===== src/hw/drive_prot_pkg.sv =====
// constants and types shared by the drive protection supervisor
package drive_prot_pkg;
	// clock and time bases
	localparam int CLK_PERIOD_NS = 4;
	localparam int TICK_FAST_MS = 10;
	localparam int TICK_SLOW_S = 1;
	localparam int TICK_FAST_CYCLES = TICK_FAST_MS * 1000000 / CLK_PERIOD_NS;
	localparam int TICK_SLOW_CYCLES =
		TICK_SLOW_S * 1000000000 / CLK_PERIOD_NS;
	localparam int TICK_W = 28;

	// currents in 0.1 % of rated, frequencies in 0.01 Hz
	localparam int CUR_W = 12;
	localparam int FREQ_W = 16;
	localparam logic [CUR_W-1:0] CUR_PHASE_LOST = 12'h032;   // 5 %
	localparam logic [CUR_W-1:0] CUR_RATED = 12'h3e8;        // 100 %
	localparam logic [CUR_W-1:0] CUR_CARRIER_LO_OFF = 12'h370; // 88 %
	localparam logic [CUR_W-1:0] CUR_CARRIER_HI = 12'h460;   // 112 %
	localparam logic [CUR_W-1:0] CUR_HIGH_ALARM = 12'h5dc;   // 150 %
	localparam logic [CUR_W-1:0] CUR_SOFT_LIMIT = 12'h5a0;   // plain default
	localparam logic [FREQ_W-1:0] FREQ_LOW = 16'h0258;       // 6 Hz
	localparam logic [FREQ_W-1:0] FREQ_HIGH = 16'h02bc;      // 7 Hz

	// setting ranges and defaults
	localparam logic [1:0] PHASE_SEL_ONE = 2'h1;
	localparam logic [1:0] PHASE_SEL_TWO = 2'h2;
	localparam logic [1:0] CARRIER_SEL_LOW = 2'h1;
	localparam logic [1:0] CARRIER_SEL_ALL = 2'h2;
	localparam logic [2:0] FAN_FAIL_RAMP = 3'h0;
	localparam logic [2:0] FAN_FAIL_COAST = 3'h1;
	localparam logic [2:0] FAN_FAIL_FAST = 3'h2;
	localparam logic [2:0] FAN_FAIL_ALARM = 3'h3;
	localparam logic [2:0] FAN_FAIL_REDUCED = 3'h4;
	localparam int FAN_DELAY_W = 9;
	localparam logic [FAN_DELAY_W-1:0] FAN_DELAY_MAX = 9'h12c;  // 300 s
	localparam int CAR_DELAY_W = 8;
	localparam logic [CAR_DELAY_W-1:0] CAR_DELAY_MAX = 8'hc8;   // 2.00 s
	localparam logic [3:0] SPEED_FACTOR_MIN = 4'h1;            // 0.1
	localparam logic [3:0] SPEED_FACTOR_MAX = 4'h9;            // 0.9
	localparam logic [19:0] SPEED_FACTOR_DIV = 20'h0000a;
	localparam logic signed [7:0] AMB_TEMP_MIN = -8'sh0a;     // -10 C
	localparam logic signed [7:0] AMB_TEMP_MAX = 8'sh32;      // 50 C
	localparam logic signed [7:0] AMB_TEMP_NOMINAL = 8'sh28;  // 40 C
	localparam logic [CUR_W-1:0] AMB_DERATE_PER_C = 12'h014;  // 2 %/C

	// pin input lanes of the synchroniser
	localparam int PIN_W = 4;
	localparam int PIN_RUN = 0;
	localparam int PIN_EARTH = 1;
	localparam int PIN_PU_LOSS = 2;
	localparam int PIN_FAN_FAIL = 3;

	typedef enum logic [1:0] {
		FAN_IDLE,
		FAN_RUNNING,
		FAN_HOLD
	} fan_state_e;

	typedef enum logic [1:0] {
		CAR_NORMAL,
		CAR_REDUCED,
		CAR_RELEASE
	} carrier_state_e;
endpackage : drive_prot_pkg


===== src/hw/pin_sync.sv =====
// three-stage pin synchroniser with agreement filter
module pin_sync #(
	parameter int WIDTH = 1
) (
	// clock and reset
	input  wire logic             clk,
	input  wire logic             rst,
	// pins and filtered levels
	input  wire logic [WIDTH-1:0] pin,
	output logic      [WIDTH-1:0] level
);
	typedef struct packed {
		logic [WIDTH-1:0] s1;
		logic [WIDTH-1:0] s2;
		logic [WIDTH-1:0] s3;
		logic [WIDTH-1:0] out;
	} sync_s;

	sync_s q;
	sync_s next_q;

	always_comb begin
		next_q = q;
		next_q.s1 = pin;
		next_q.s2 = q.s1;
		next_q.s3 = q.s2;
		// a change is accepted only once two later stages agree
		for (int i = 0; i < WIDTH; i++) begin
			if (q.s2[i] == q.s3[i]) begin
				next_q.out[i] = q.s3[i];
			end
		end
	end

	always_ff @(posedge clk) begin
		if (rst) begin
			q <= '0;
		end else begin
			q <= next_q;
		end
	end

	assign level = q.out;
endmodule : pin_sync


===== src/hw/drive_protection_supervisor.sv =====
// protection supervisor for a motor drive: faults, alarms, fan, carrier
// Notes on behaviour
// - phase lost when current under 5 %
// - phase select 0 off, 1 one phase
// - select 2 needs two phases; coast
// - earth leak fault only when enabled
// - timer mode: fan on while running, delayed off
// - fan mode 1 keeps fan always on
// - fan off-delay 0 to 300 s
// - below 6 Hz derate overload, half at 0
// - derating off keeps overload level fixed
// - soft limit cuts voltage while current high
// - fan supply failure response by selection
// - selections 0 to 2 error; 3, 4 alarm
// - low-speed carrier reduction, 88 % or 7 Hz
// - entire-range mode adds 112 % above 7 Hz
// - entire-range restore uses hysteresis and delay
// - carrier delay 0 to 2 s, zero disables
// - high current alarm above 150 %, relay
// - power unit phase loss enable
// - ambient temperature derates rated current
// - reduced speed factor 0.1 to 0.9
module drive_protection_supervisor
#(
	parameter int TICK_FAST = drive_prot_pkg::TICK_FAST_CYCLES,
	parameter int TICK_SLOW = drive_prot_pkg::TICK_SLOW_CYCLES
) (
	// clock and reset
	input  wire logic                               clk,
	input  wire logic                               rst,
	// pins from the power stage
	input  wire logic                               run_cmd,
	input  wire logic                               earth_leak_detect,
	input  wire logic                               pu_phase_lost,
	input  wire logic                               fan_supply_fail,
	// measurements, same clock
	input  wire logic [drive_prot_pkg::CUR_W-1:0]   cur_u,
	input  wire logic [drive_prot_pkg::CUR_W-1:0]   cur_v,
	input  wire logic [drive_prot_pkg::CUR_W-1:0]   cur_w,
	input  wire logic [drive_prot_pkg::FREQ_W-1:0]  out_freq,
	input  wire logic [drive_prot_pkg::FREQ_W-1:0]  max_freq,
	input  wire logic [drive_prot_pkg::CUR_W-1:0]   overload_base_level,
	input  wire logic                               fault_reset,
	// settings
	input  wire logic [1:0]                         output_phase_loss_select,
	input  wire logic                               ground_fault_select,
	input  wire logic                               fan_operation_select,
	input  wire logic [8:0]                         fan_off_delay,
	input  wire logic signed [7:0]                  ambient_temp_setting,
	input  wire logic [1:0]                         installation_derating_select,
	input  wire logic                               low_speed_overload_select,
	input  wire logic                               soft_current_limit_select,
	input  wire logic [3:0]                         reduced_speed_factor,
	input  wire logic [2:0]                         fan_supply_failure_select,
	input  wire logic [1:0]                         carrier_reduction_select,
	input  wire logic [7:0]                         carrier_reduction_off_delay,
	input  wire logic                               high_current_alarm_select,
	input  wire logic                               power_unit_phase_loss_select,
	// faults and alarms
	output logic                                    output_phase_fault,
	output logic                                    earth_leak_fault,
	output logic                                    pu_phase_fault,
	output logic                                    fan_supply_error,
	output logic                                    fan_supply_alarm,
	output logic                                    overcurrent_warning,
	output logic                                    alarm_relay,
	// stop and limit commands
	output logic                                    coast_stop,
	output logic                                    ramp_stop,
	output logic                                    fast_stop,
	output logic                                    soft_current_limiter,
	output logic                                    speed_limit_en,
	output logic [drive_prot_pkg::FREQ_W-1:0]       speed_limit,
	output logic [drive_prot_pkg::CUR_W-1:0]        overload_level,
	output logic [drive_prot_pkg::CUR_W-1:0]        safe_rated_current,
	// fan and carrier
	output logic                                    fan_on,
	output logic                                    carrier_reduced
);
	import drive_prot_pkg::*;

	typedef struct packed {
		logic [TICK_W-1:0]      fast_cnt;
		logic [TICK_W-1:0]      slow_cnt;
		fan_state_e             fan_state;
		logic [FAN_DELAY_W-1:0] fan_secs;
		carrier_state_e         car_state;
		logic [CAR_DELAY_W-1:0] car_ticks;
		logic                   phase_flt;
		logic                   earth_flt;
		logic                   pu_flt;
		logic                   fan_err;
		logic                   fan_alm;
		logic                   hi_cur;
		logic                   relay;
		logic                   coast;
		logic                   ramp;
		logic                   fast;
		logic                   cur_lim;
		logic                   spd_en;
		logic [FREQ_W-1:0]      spd;
		logic [CUR_W-1:0]       ovl;
		logic [CUR_W-1:0]       rated;
		logic                   fan;
		logic                   car;
	} state_s;

	state_s q;
	state_s next_q;

	logic [PIN_W-1:0] pin_level;

	pin_sync #(
		.WIDTH (PIN_W)
	) u_pin_sync (
		.clk   (clk),
		.rst   (rst),
		.pin   ({fan_supply_fail, pu_phase_lost, earth_leak_detect, run_cmd}),
		.level (pin_level)
	);

	// combinational helpers
	logic                   running;
	logic [1:0]             lost_phases;
	logic [CUR_W-1:0]       cur_max;
	logic                   tick_fast;
	logic                   tick_slow;
	logic [FAN_DELAY_W-1:0] fan_limit;
	logic [CAR_DELAY_W-1:0] car_limit;
	logic                   car_set;
	logic                   car_clear;
	logic [3:0]             factor;
	logic [19:0]            spd_prod;
	logic [23:0]            ovl_prod;
	logic [15:0]            ovl_sum;
	logic signed [7:0]      amb;
	logic [CUR_W-1:0]       amb_over;
	logic [CUR_W-1:0]       amb_cut;
	logic [2:0]             fan_sel;
	logic                   fan_fail_fault;

	always_comb begin
		running = pin_level[PIN_RUN];
		// phases under the lost level, counted
		lost_phases = 2'(cur_u < CUR_PHASE_LOST)
			+ 2'(cur_v < CUR_PHASE_LOST)
			+ 2'(cur_w < CUR_PHASE_LOST);
		cur_max = (cur_u > cur_v) ? cur_u : cur_v;
		cur_max = (cur_w > cur_max) ? cur_w : cur_max;
		tick_fast = (q.fast_cnt == TICK_W'(TICK_FAST - 1));
		tick_slow = (q.slow_cnt == TICK_W'(TICK_SLOW - 1));
		// out-of-range settings are held to their range ends
		fan_limit = (fan_off_delay > FAN_DELAY_MAX) ?
			FAN_DELAY_MAX : fan_off_delay;
		car_limit = (carrier_reduction_off_delay > CAR_DELAY_MAX) ?
			CAR_DELAY_MAX : carrier_reduction_off_delay;
		factor = reduced_speed_factor;
		if (factor < SPEED_FACTOR_MIN) begin
			factor = SPEED_FACTOR_MIN;
		end else if (factor > SPEED_FACTOR_MAX) begin
			factor = SPEED_FACTOR_MAX;
		end
		spd_prod = 20'(max_freq) * 20'(factor) / SPEED_FACTOR_DIV;
		// overload level follows (6 Hz + f) / 12 Hz below 6 Hz
		ovl_sum = FREQ_LOW + out_freq;
		ovl_prod = 24'(overload_base_level) * 24'(ovl_sum)
			/ 24'({FREQ_LOW, 1'b0});
		amb = ambient_temp_setting;
		if (amb > AMB_TEMP_MAX) begin
			amb = AMB_TEMP_MAX;
		end else if (amb < AMB_TEMP_MIN) begin
			amb = AMB_TEMP_MIN;
		end
		amb_over = '0;
		if (amb > AMB_TEMP_NOMINAL) begin
			amb_over = CUR_W'(unsigned'(amb - AMB_TEMP_NOMINAL));
		end
		amb_cut = CUR_W'(amb_over * AMB_DERATE_PER_C);
		// unknown selections above the range fall back to coasting
		fan_sel = (fan_supply_failure_select > FAN_FAIL_REDUCED) ?
			FAN_FAIL_COAST : fan_supply_failure_select;
		fan_fail_fault = pin_level[PIN_FAN_FAIL]
			&& (fan_sel <= FAN_FAIL_FAST);
		// carrier reduction entry and exit conditions
		car_set = 1'b0;
		car_clear = 1'b0;
		case (carrier_reduction_select)
			CARRIER_SEL_LOW: begin
				car_set = (out_freq < FREQ_LOW)
					&& (cur_max > CUR_RATED);
				car_clear = (cur_max < CUR_CARRIER_LO_OFF)
					|| (out_freq > FREQ_HIGH);
			end
			CARRIER_SEL_ALL: begin
				car_set = ((out_freq < FREQ_LOW) && (cur_max > CUR_RATED))
					|| ((out_freq > FREQ_HIGH)
					&& (cur_max > CUR_CARRIER_HI));
				// each band falls back 12 % below its entry level
				car_clear = (out_freq > FREQ_HIGH) ?
					(cur_max < CUR_RATED)
					: (cur_max < CUR_CARRIER_LO_OFF);
			end
			default: begin
				car_set = 1'b0;
				car_clear = 1'b1;
			end
		endcase
	end

	always_comb begin
		next_q = q;
		// time bases: 10 ms and 1 s
		next_q.fast_cnt = tick_fast ? '0 : q.fast_cnt + 1'b1;
		next_q.slow_cnt = tick_slow ? '0 : q.slow_cnt + 1'b1;

		// latched faults: a new event wins over a reset in the same cycle
		next_q.phase_flt = q.phase_flt && !fault_reset;
		if (running && !q.coast) begin
			if ((output_phase_loss_select == PHASE_SEL_ONE)
				&& (lost_phases >= 2'h1)) begin
				next_q.phase_flt = 1'b1;
			end
			if ((output_phase_loss_select == PHASE_SEL_TWO)
				&& (lost_phases >= 2'h2)) begin
				next_q.phase_flt = 1'b1;
			end
		end
		next_q.earth_flt = (q.earth_flt && !fault_reset)
			|| (ground_fault_select && pin_level[PIN_EARTH]);
		next_q.pu_flt = (q.pu_flt && !fault_reset)
			|| (power_unit_phase_loss_select
			&& pin_level[PIN_PU_LOSS]);
		next_q.fan_err = (q.fan_err && !fault_reset)
			|| fan_fail_fault;

		// alarms follow their conditions
		next_q.fan_alm = pin_level[PIN_FAN_FAIL]
			&& (fan_sel >= FAN_FAIL_ALARM);
		next_q.hi_cur = high_current_alarm_select
			&& (cur_max > CUR_HIGH_ALARM);
		next_q.relay = next_q.hi_cur;

		// stop responses
		next_q.coast = next_q.phase_flt || next_q.earth_flt
			|| next_q.pu_flt
			|| (next_q.fan_err && (fan_sel == FAN_FAIL_COAST));
		next_q.ramp = next_q.fan_err
			&& (fan_sel == FAN_FAIL_RAMP);
		next_q.fast = next_q.fan_err
			&& (fan_sel == FAN_FAIL_FAST);
		next_q.spd_en = next_q.fan_alm
			&& (fan_sel == FAN_FAIL_REDUCED);
		next_q.spd = spd_prod[FREQ_W-1:0];

		// soft current limit
		next_q.cur_lim = soft_current_limit_select
			&& (cur_max >= CUR_SOFT_LIMIT);

		// transistor overload level
		if (low_speed_overload_select && (out_freq < FREQ_LOW)) begin
			next_q.ovl = ovl_prod[CUR_W-1:0];
		end else begin
			next_q.ovl = overload_base_level;
		end

		// ambient derating of the rated current
		if (installation_derating_select != 2'h0) begin
			next_q.rated = CUR_RATED - amb_cut;
		end else begin
			next_q.rated = CUR_RATED;
		end

		// heatsink fan
		case (q.fan_state)
			FAN_IDLE: begin
				if (running) begin
					next_q.fan_state = FAN_RUNNING;
				end
			end
			FAN_RUNNING: begin
				if (!running) begin
					next_q.fan_state = FAN_HOLD;
					next_q.fan_secs = '0;
				end
			end
			FAN_HOLD: begin
				if (running) begin
					next_q.fan_state = FAN_RUNNING;
				end else if (q.fan_secs >= fan_limit) begin
					next_q.fan_state = FAN_IDLE;
				end else if (tick_slow) begin
					next_q.fan_secs = q.fan_secs + 1'b1;
				end
			end
			default: begin
				next_q.fan_state = FAN_IDLE;
			end
		endcase
		// the seconds base is free-running, so the first second is short
		next_q.fan = fan_operation_select
			|| (next_q.fan_state != FAN_IDLE);

		// carrier frequency reduction
		case (q.car_state)
			CAR_NORMAL: begin
				if (car_set && (car_limit != '0)) begin
					next_q.car_state = CAR_REDUCED;
				end
			end
			CAR_REDUCED: begin
				if (car_limit == '0) begin
					next_q.car_state = CAR_NORMAL;
				end else if (car_clear) begin
					if (carrier_reduction_select == CARRIER_SEL_ALL) begin
						next_q.car_state = CAR_RELEASE;
						next_q.car_ticks = '0;
					end else begin
						next_q.car_state = CAR_NORMAL;
					end
				end
			end
			CAR_RELEASE: begin
				if (car_limit == '0) begin
					next_q.car_state = CAR_NORMAL;
				end else if (car_set) begin
					next_q.car_state = CAR_REDUCED;
				end else if (q.car_ticks >= car_limit) begin
					next_q.car_state = CAR_NORMAL;
				end else if (tick_fast) begin
					next_q.car_ticks = q.car_ticks + 1'b1;
				end
			end
			default: begin
				next_q.car_state = CAR_NORMAL;
			end
		endcase
		next_q.car = (next_q.car_state != CAR_NORMAL);
	end

	always_ff @(posedge clk) begin
		if (rst) begin
			q <= '0;
			q.rated <= CUR_RATED;
		end else begin
			q <= next_q;
		end
	end

	assign output_phase_fault = q.phase_flt;
	assign earth_leak_fault = q.earth_flt;
	assign pu_phase_fault = q.pu_flt;
	assign fan_supply_error = q.fan_err;
	assign fan_supply_alarm = q.fan_alm;
	assign overcurrent_warning = q.hi_cur;
	assign alarm_relay = q.relay;
	assign coast_stop = q.coast;
	assign ramp_stop = q.ramp;
	assign fast_stop = q.fast;
	assign soft_current_limiter = q.cur_lim;
	assign speed_limit_en = q.spd_en;
	assign speed_limit = q.spd;
	assign overload_level = q.ovl;
	assign safe_rated_current = q.rated;
	assign fan_on = q.fan;
	assign carrier_reduced = q.car;
endmodule : drive_protection_supervisor


===== config.mk =====
export PLATFORM = sky130hd
export DESIGN_NAME = drive_protection_supervisor
export DESIGN_NICKNAME = d
export VERILOG_FILES = /design/src/hw/drive_prot_pkg.sv /design/src/hw/pin_sync.sv /design/src/hw/drive_protection_supervisor.sv
export SDC_FILE = /design/constraint.sdc
export NUM_CORES = 1
export LEC_CHECK = 0
export ABC_CLOCK_PERIOD_IN_PS = 23800
export CAP_MARGIN = 20
export CORE_MARGIN = 8
export CORE_UTILIZATION = 30
export DETAILED_ROUTE_END_ITERATION = 8
export DONT_BUFFER_PORTS = 1
export SYNTH_ARGS = -nofsm -noshare
export SYNTH_HDL_FRONTEND = slang
export SYNTH_SLANG_ARGS = --single-unit

===== constraint.sdc =====
create_clock -name clk -period 23.8 [get_ports clk]
set_input_delay 3.57 -clock clk [delete_from_list [all_inputs] [get_ports clk]]
set_output_delay 3.57 -clock clk [all_outputs]
set_load 0.05 [all_outputs]

==> out/results.tsv, run 1 <==
stage	metric	value	unit
status	status	finished clean	
sta	RSZ-0062 raised after global routing	false	
yosys	Mapped Cells	2854	
worst_setup_path	Worst Setup End Kind	flop	
global_routing	global-route wire length before repair	95510	µm
global_routing	vias in the first global route	18874	
worst_setup_path	startpoint types	input port	
yosys	Synth area leader	fa_1	
global_routing	GRT Resource Usage Total	13.69	%
global_routing	largest net degree at the start of global routing	68	
yosys	most common cell in the netlist	nand2_1	
layout	final std cells w/o fill	3715	
floorplan	Die Area	82420	µm²
drt	number of DRC markers in iteration 0	1023	
yosys	sequential area share after synthesis	13.08	%
clock_tree	CTS HTree Levels	4	
clock_tree	CTS tree	yes	
drt	drt pass-1 iters	5	
sta	Final period util	91.68	%
clock_tree	clock insertion delay at the later pin of the skew report	0.49	ns
layout	Antenna diodes	0	
clock_tree	CTS Buf Count	17	
placement	placed cells	3683	
drt	drc violations	0	
floorplan	IO Pins	185	
sta	setup violators final	0	
floorplan	die span in y	287.1	µm
sta	Max Slew Vio Count	0	
sta	headroom to the max-slew limit	27.57	%
drt	vias per inst	5.194	
worst_setup_path	Max stage delay cell, worst path	xnor2_1	
floorplan	Rows	99	
clock_tree	post-cts resize count	0	
sta	Slew @ Worst Pin	1.079	ns
floorplan	Core ar.	72830	µm²
run	Max-Cap Viols	0	
layout	fillers	7835	
yosys	synthesized cell area	22050	µm²
worst_setup_path	Crit path arrival time	22.18	ns
yosys	YS warnings	0	
worst_setup_path	r2r startpoint	q[64]	
layout	Final nets	3175	
yosys	top post-synthesis cells by area	fa_1 (15%), dfxtp_1 (13%), ha_1 (7.7%)	
worst_setup_path	Req. time, crit path	24.16	ns
yosys	syn_area_per_cell	7.725	µm²
yosys	top post-synthesis cells by count	nand2_1 (328), inv_1 (262), nor2_1 (243), fa_1 (165), a21oi_1 (157)	
clock_tree	cts hold-fix bufs	0	
clock_tree	# Post-CTS Setup Buffers	0	
sta	min Tclk post-route	21.82	ns
layout	area delta synth->final	5.340	%
yosys	ys async rst share	0	%
worst_setup_path	crit path from	out_freq[3]	
global_routing	gr ovfl total	0	
layout	fraction of layout cells with a size suffix above 1	5.334	%
worst_setup_path	worst-path maximum fanout	12	
placement	placer congestion estimate	0.8327	
sta	Clock Skew	0.02717	ns
placement	I/O Buffers	0	
floorplan	initial core utilization	30.27	%
sta	Fmax	0.04583	GHz
drt	drt total wl	57320	µm
sta	Fin. Hold Viols	0	
clock_tree	Worst-path clk slew	0.07	ns
sta	setup TNS	0	ns
yosys	ys flop type	dfxtp_1	
worst_setup_path	CP peak stage delay	0.77	ns
drt	via count	19294	
floorplan	Die Wd	287.1	µm
drt	DRT antenna net count	0	
drt	DR WL/cell	15.43	µm
yosys	EDFF count, synth	0	
min_path	worst min-delay path category	reg2reg	
layout	fin area	23220	µm²
placement	DP HPWL	44930	µm
global_routing	initial antenna violation count	1	
placement	DP Area	22620	µm²
clock_tree	Root Driver	clkbuf_16	
clock_tree	clock sinks	144	
yosys	Unique masters post-synth	120	
worst_setup_path	Crit Path Class	in2reg	
worst_setup_path	most used cell, CP	fa_1	
yosys	FF+latch count, synth	144	
min_path	HP Start	u_pin_sync.next_q[10]	
clock_tree	Bufs on Longest Clock Path	2	
yosys	Yosys top cell area share	14.98	%
-- metrics by stage --
step	hold slack, ns	worst slack, ns	util (%)
finish	0.4441	1.980	31.89
global route	0.4512	0.7004	31.89
CTS	0.4411	2.028	31.89
detailed placement	0.4245	1.641	31.06
global placement	0.4158	2.025	31.06
floorplan	0.4138	3.992	-
-- sequential cells by signal (all words and copies together), names as in the netlist, 4 cells and up --
name	flops
u_pin_sync.q	4
safe_rated_current	10
q	77
u_pin_sync.next_q	8
speed_limit	16
u_pin_sync.level	4
overload_level	12
-- per-layer routing --
layer  GRT usage (%)  wire, µm  share of wire (%)  up-vias
met3           2.600      2960                5.2       58
li1                -         -                  -     9671
met5               0         0                  0        -
met1           17.90     26650                 46     9139
met2           23.02     26860                 47      426
met4           3.484       848                1.5        0
-- worst max-delay path, delay by kind of cell --
kind	cells	cell delay [ns]
simple gates	15	4.30
fa+ha+maj	7	3.00
buf+inv	3	0.28
mux	6	2.24
xor+xnor	5	2.20
compound gates	20	6.56
-- cell usage in the layout (no fill, tap or decap), types with 12 or more instances in the layout --
| cell type | instances |
|---|---|
| a2111oi_0 | 12 |
| a211o_1 | 13 |
| a211oi_1 | 36 |
| a21o_1 | 39 |
| a21oi_1 | 157 |
| a22oi_1 | 15 |
| a31oi_1 | 22 |
| and2_1 | 121 |
| and3_1 | 29 |
| buf_4 | 19 |
| clkbuf_16 | 17 |
| dfxtp_1 | 144 |
| fa_1 | 165 |
| ha_1 | 136 |
| inv_1 | 262 |
| mux2_2 | 21 |
| mux2i_1 | 58 |
| nand2_1 | 328 |
| nand2b_1 | 34 |
| nand3_1 | 83 |
| nand4_1 | 36 |
| nor2_1 | 243 |
| nor2b_1 | 35 |
| nor3_1 | 58 |
| nor4_1 | 21 |
| o211ai_1 | 21 |
| o21a_1 | 13 |
| o21ai_0 | 99 |
| o22ai_1 | 18 |
| o31ai_1 | 16 |
| or2_2 | 18 |
| or3_1 | 25 |
| xnor2_1 | 107 |
| xor2_1 | 69 |
-- cells by family (layout without fill, tap and decap cells) --
logic type | after synthesis | in the layout | synth area share, %
mux | 83 | 83 | 4.007
fa+ha+maj | 311 | 311 | 23.16
other cells | 1 | 2 | 0.01701
compound gates | 630 | 630 | 20.04
xor+xnor | 182 | 182 | 7.497
buf+inv | 412 | 313 | 7.945
simple gates | 1091 | 1091 | 24.26
flops | 144 | 144 | 13.08
-- layout make-up --
cell class,count,area (µm²),share of cell area (%)
clock buffer,18,439.2,1.891
sequential,144,2883,12.41
tap,959,1200,5.167
multi-input combinational,2299,17420,74.99
clock inverter,14,160.2,0.6896
timing repair buffer,19,142.6,0.6142
inverter,262,983.4,4.235
-- path summary, 6_finish.rpt --
check / to / slack, ns / cells past startpoint
worst max-delay path: overload_level[0] / 1.98 / 56
worst min-delay path: u_pin_sync.next_q[6] / 0.44 / 1
worst max register to register: q[69] / 20.43 / 18
worst min register to register: u_pin_sync.next_q[6] / 0.44 / 1
Power of run 1 is not shown: default switching activity piles up to over one toggle a cycle in this logic, so the estimate is an artifact.
==> inputs of run 2 (changes only) <==
--- a/config.mk
+++ b/config.mk
@@ -6,11 +6,12 @@
 export NUM_CORES = 1
 export LEC_CHECK = 0
 export ABC_CLOCK_PERIOD_IN_PS = 23800
+export BUFFER_PORTS_ARGS = -buffer_cell sky130_fd_sc_hd__buf_2
 export CAP_MARGIN = 20
 export CORE_MARGIN = 8
 export CORE_UTILIZATION = 30
+export CTS_BUF_LIST = sky130_fd_sc_hd__clkbuf_2
 export DETAILED_ROUTE_END_ITERATION = 8
-export DONT_BUFFER_PORTS = 1
 export SYNTH_ARGS = -nofsm -noshare
 export SYNTH_HDL_FRONTEND = slang
 export SYNTH_SLANG_ARGS = --single-unit
==> out/results.tsv, run 2 (synthesis gave the netlist of run 1 again) <==
stage	metric	value	unit	change
layout	final design utilization	32.68	%	+0.80 points
worst_setup_path	Reg2Reg Depth	17		-1
worst_setup_path	startpoint types	input port		
drt	drc violations	0		unchanged
floorplan	Rows	99		unchanged
layout	commonest non-fill, non-tap cell in the layout	nand2_1		
sta	Clock Skew	0.06534	ns	+0.03817 ns
global_routing	largest net degree at the start of global routing	68		unchanged
worst_setup_path	Req. time, crit path	24.59	ns	+0.43 ns
worst_setup_path	reg2reg setup slack	20.34	ns	-0.09 ns
floorplan	die span in y	287.1	µm	unchanged
sta	setup violators final	0		unchanged
clock_tree	CTS HTree Levels	4		unchanged
layout	commonest cells after routing, fill and taps aside	nand2_1 (328), inv_1 (262), nor2_1 (243)		
worst_setup_path	r2r startpoint	q[54]		
sta	Slew @ Worst Pin	1.094	ns	+0.01552 ns
global_routing	vias in the first global route	19578		+3.7%
floorplan	IO Pins	185		unchanged
layout	fraction of layout cells with a size suffix above 1	11.10	%	+5.8 points
worst_setup_path	Worst Setup End Kind	flop		
status	status	finished clean		
floorplan	Die Wd	287.1	µm	unchanged
clock_tree	# Post-CTS Setup Buffers	0		unchanged
clock_tree	Root Driver	clkbuf_2		
floorplan	Core ar.	72830	µm²	unchanged
drt	vias per inst	5.113		-1.5%
worst_setup_path	most used cell, CP	xnor2_1		
drt	number of DRC markers in iteration 0	1119		+9.4%
drt	drt total wl	56670	µm	-1.1%
placement	I/O Buffers	182		+182
run	Max-Cap Viols	0		unchanged
clock_tree	clock sinks	144		unchanged
worst_setup_path	worst-path maximum fanout	12		unchanged
worst_setup_path	worst setup path end	overload_level[0]		
worst_setup_path	Crit Path Class	in2reg		
layout	max FFs per register	77		unchanged
sta	headroom to the max-slew limit	26.81	%	-0.77 points
min_path	worst min-delay path category	reg2reg		
drt	via count	19932		+3.3%
sta	setup TNS	0	ns	unchanged
worst_setup_path	CP peak stage delay	0.79	ns	+0.02 ns
global_routing	initial antenna violation count	2		+1
sta	Max Slew Vio Count	0		unchanged
floorplan	Die Area	82420	µm²	unchanged
clock_tree	Worst-path clk slew	0.27	ns	+0.20 ns
clock_tree	clock insertion delay at the later pin of the skew report	0.88	ns	+0.39 ns
global_routing	global-route wire length before repair	96440	µm	+0.98%
worst_setup_path	Max stage delay cell, worst path	o32ai_2		
placement	placer congestion estimate	0.8606		+3.4%
layout	Most flops, register	q		
layout	Final nets	3355		+5.7%
worst_setup_path	crit path from	out_freq[3]		
sta	Fin. Hold Viols	0		unchanged
layout	area delta synth->final	7.979	%	
worst_setup_path	R2R Path End	q[61]		
drt	DR WL/cell	14.54	µm	-5.8%
sta	Final period util	90.82	%	-0.87 points
clock_tree	cts hold-fix bufs	0		unchanged
sta	RSZ-0062 raised after global routing	false		
global_routing	gr ovfl total	0		unchanged
drt	DRT antenna net count	0		unchanged
global_routing	GRT Resource Usage Total	13.66	%	-0.032 points
sta	Fmax	0.04627	GHz	+0.95%
floorplan	initial core utilization	30.27	%	unchanged
placement	DP HPWL	45170	µm	+0.54%
drt	drt pass-1 iters	5		unchanged
clock_tree	post-cts resize count	0		unchanged
clock_tree	Bufs on Longest Clock Path	2		unchanged
clock_tree	CTS tree	yes		
worst_setup_path	Crit path arrival time	22.40	ns	+0.22 ns
clock_tree	CTS Buf Count	17		unchanged
sta	min Tclk post-route	21.61	ns	-0.2060 ns
layout	fillers	7792		-0.55%
## run 2: cell types whose count changed in the layout (fill, tap and decap cells not counted), sizes merged
cell,change
buf,+180
bufinv,+1
diode,+3
clkbuf,-1
## run 2: worst min path at each step
stage | startpoint | end | slack [ns] | cells past startpoint
floorplan | u_pin_sync.next_q[8] | u_pin_sync.next_q[4] | 0.41 | 1
global placement | u_pin_sync.next_q[9] | u_pin_sync.next_q[5] | 0.42 | 1
detailed placement | u_pin_sync.next_q[9] | u_pin_sync.next_q[5] | 0.43 | 1
CTS | u_pin_sync.next_q[11] | u_pin_sync.next_q[7] | 0.44 | 1
global route | u_pin_sync.next_q[11] | u_pin_sync.next_q[7] | 0.46 | 1
finish | u_pin_sync.next_q[11] | u_pin_sync.next_q[7] | 0.44 | 1
## run 2: layout make-up
type / count / area, µm² / share of cell area [%]
clock buffer: 17 / 85.08 / 0.3574
timing repair buffer: 199 / 1039 / 4.362
multi-input combinational: 2299 / 17420 / 73.16
sequential: 144 / 2883 / 12.11
clock inverter: 15 / 192.7 / 0.8094
tap: 959 / 1200 / 5.040
inverter: 262 / 983.4 / 4.131
antenna: 3 / 7.507 / 0.03154
## run 2: worst max-delay path, delay by kind of cell
family | cells | cell delay [ns]
compound gates | 19 | 6.02
simple gates | 15 | 4.45
fa+ha+maj | 7 | 3.00
xor+xnor | 7 | 2.89
mux | 5 | 2.03
buf+inv | 4 | 0.44
## run 2: per-layer routing
metal  vias up  global-route usage (%)  wire length [µm]
li1      10038                       -                 -
met1      9416                   18.15             26590
met2       425                   23.22             26980
met3        53                   2.007              2358
met4         0                   3.119               746
met5         -                       0                 0
## run 2: through the flow
step | cells | hold slack [ns] | cell area (µm²) | setup slack [ns]
2_1_floorplan | 2855 | 0.4138 | 22050 | 3.992
3_3_place_gp | 3862 | 0.4158 | 23510 | 1.966
3_5_place_dp | 3862 | 0.4266 | 23510 | 1.505
4_1_cts | 3894 | 0.4446 | 23790 | 2.572
5_1_grt | 3896 | 0.4643 | 23800 | 1.094
6_report | 3898 | 0.4434 | 23810 | 2.186
Power of run 2 is left out for the same reason.
==> inputs of run 3 (changes only) <==
--- a/config.mk
+++ b/config.mk
@@ -6,12 +6,13 @@
 export NUM_CORES = 1
 export LEC_CHECK = 0
 export ABC_CLOCK_PERIOD_IN_PS = 23800
-export BUFFER_PORTS_ARGS = -buffer_cell sky130_fd_sc_hd__buf_2
+export BUFFER_PORTS_ARGS = -buffer_cell sky130_fd_sc_hd__buf_4
 export CAP_MARGIN = 20
 export CORE_MARGIN = 8
 export CORE_UTILIZATION = 30
 export CTS_BUF_LIST = sky130_fd_sc_hd__clkbuf_2
 export DETAILED_ROUTE_END_ITERATION = 8
+export RECOVER_POWER = 50
 export SYNTH_ARGS = -nofsm -noshare
 export SYNTH_HDL_FRONTEND = slang
 export SYNTH_SLANG_ARGS = --single-unit
==> constraint.sdc (replaced) <==
create_clock -name clk -period 23.8 [get_ports clk]
set_input_delay 2.38 -clock clk [delete_from_list [all_inputs] [get_ports clk]]
set_output_delay 2.38 -clock clk [all_outputs]
set_load 0.05 [all_outputs]
==> out/results.tsv, run 3 (synthesis gave the netlist of run 1 again) <==
stage	metric	value	unit	change
sta	setup TNS	0	ns	unchanged
clock_tree	clock sinks	144		unchanged
worst_setup_path	R2R Path End	q[61]		
worst_setup_path	Largest delay share family, worst path	compound AO/OA/AOI/OAI gates		
global_routing	GRT Resource Usage Total	13.66	%	about the same
drt	vias per inst	5.102		-0.22%
placement	I/O Buffers	182		unchanged
clock_tree	CTS tree	yes		
layout	Most flops, register	q		
worst_setup_path	most used cell, CP	fa_1		
floorplan	die span in y	287.1	µm	unchanged
min_path	HP Start	u_pin_sync.q[5]		
layout	fin area	24180	µm²	+1.6%
sta	Final period util	85.20	%	-5.6 points
sta	RSZ-0062 raised after global routing	false		
global_routing	largest net degree at the start of global routing	68		unchanged
global_routing	vias in the first global route	19385		-0.99%
layout	fraction of layout cells with a size suffix above 1	10.62	%	-0.48 points
min_path	Worst Hold End	u_pin_sync.level[1]		
min_path	WHS Path Cells	2		+1
status	status	finished with violations		
sta	Max Slew Vio Count	97		+97
sta	Slew @ Worst Pin	3.683	ns	+2.588 ns
run	Max-Cap Viols	3		+3
worst_setup_path	Max stage delay cell, worst path	xnor2_1		
min_path	worst min-delay path category	reg2reg		
drt	via count	19888		-0.22%
floorplan	initial core utilization	30.27	%	unchanged
clock_tree	Bufs on Longest Clock Path	2		unchanged
global_routing	global-route wire length before repair	96210	µm	-0.24%
clock_tree	# Post-CTS Setup Buffers	0		unchanged
worst_setup_path	Req. time, crit path	24.56	ns	-0.03 ns
status	failing checks	max-capacitance violations, max-slew violations		
worst_setup_path	Crit Path Class	in2reg		
floorplan	IO Pins	185		unchanged
floorplan	Die Wd	287.1	µm	unchanged
sta	headroom to the max-slew limit	-145.5	%	-170 points
global_routing	initial antenna violation count	3		+1
drt	drt total wl	57180	µm	+0.90%
drt	DR WL/cell	14.67	µm	+0.90%
drt	drt pass-1 iters	5		unchanged
layout	commonest cells after routing, fill and taps aside	nand2_1 (328), inv_1 (262), nor2_1 (243)		
clock_tree	Root Driver	clkbuf_2		
clock_tree	post-cts resize count	0		unchanged
worst_setup_path	startpoint types	input port		
placement	DP HPWL	45530	µm	+0.80%
worst_setup_path	worst-path maximum fanout	12		unchanged
worst_setup_path	Crit path arrival time	21.04	ns	-1.36 ns
clock_tree	cts hold-fix bufs	0		unchanged
floorplan	Core ar.	72830	µm²	unchanged
drt	drc violations	0		unchanged
sta	Fmax	0.04931	GHz	+6.6%
sta	Clock Skew	0.05796	ns	-0.007377 ns
floorplan	Rows	99		unchanged
layout	max FFs per register	77		unchanged
global_routing	gr ovfl total	0		unchanged
worst_setup_path	WP buf/inv	4		unchanged
clock_tree	clock insertion delay at the later pin of the skew report	0.89	ns	about the same
drt	number of DRC markers in iteration 0	1123		+0.36%
sta	Fin. Hold Viols	0		unchanged
worst_setup_path	Reg2Reg Depth	17		unchanged
layout	commonest non-fill, non-tap cell in the layout	nand2_1		
clock_tree	CTS Buf Count	17		unchanged
clock_tree	CTS HTree Levels	4		unchanged
sta	min Tclk post-route	20.28	ns	-1.335 ns
worst_setup_path	Worst Setup End Kind	flop		
layout	area delta synth->final	9.665	%	
worst_setup_path	r2r startpoint	q[54]		
floorplan	Die Area	82420	µm²	unchanged
worst_setup_path	reg2reg setup slack	20.36	ns	+0.02 ns
sta	setup violators final	0		unchanged
layout	Final nets	3356		+0.030%
drt	DRT antenna net count	0		unchanged
clock_tree	Worst-path clk slew	0.21	ns	-0.06 ns
worst_setup_path	CP peak stage delay	0.75	ns	-0.04 ns
placement	placer congestion estimate	0.8607		about the same
placement	DP Area	23980	µm²	+2.0%
==> run 3: layout make-up <==
| cell class | count | area [µm²] |
|---|---|---|
| fillers | 7838 | 48660 |
| multi-input cells | 2299 | 17420 |
| flip-flops and latches | 144 | 2883 |
| repair buffers | 200 | 1449 |
| well taps | 959 | 1200 |
| inverters | 262 | 983.4 |
| clock inverters | 14 | 151.4 |
| clock buffers | 18 | 90.09 |
| diodes | 2 | 5.005 |
==> run 3: how the worst max path moves through the flow <==
stage                start  slack (ns)  depth (start not counted)                end
2_1_floorplan  out_freq[3]        5.18                         61  overload_level[0]
3_3_place_gp   out_freq[3]        3.16                         57  overload_level[0]
3_5_place_dp   out_freq[3]        2.77                         57  overload_level[0]
4_1_cts        out_freq[3]        3.83                         57  overload_level[0]
5_1_grt        out_freq[3]        2.37                         55  overload_level[0]
6_report       out_freq[3]        3.52                         57  overload_level[0]
==> run 3: through the flow <==
stage	utilization [%]	setup WS [ns]	std cells	hold slack (ns)
6_report	33.19	3.521	3898	0.4704
5_1_grt	33.19	2.371	3898	0.4762
4_1_cts	33.25	3.828	3895	0.4709
3_5_place_dp	32.92	2.771	3863	0.4264
3_3_place_gp	32.91	3.162	3862	0.4191
2_1_floorplan	-	5.182	2855	0.4138
==> run 3: tightest hold or removal path, cell delays in order (launching register included) <==
cell	delay, ns
dfxtp_1	0.34
o21ai_0	0.06
a21oi_1	0.06
==> run 3: per-layer routing <==
metal  GRT usage, %  vias up  routed length, µm
met5              0        -                  0
met4          3.522        0                945
met3          1.802       60               2397
met2          23.27      449              27060
met1          18.07     9363              26780
li1               -    10016                  -
Power of run 3 is left out for the same reason.
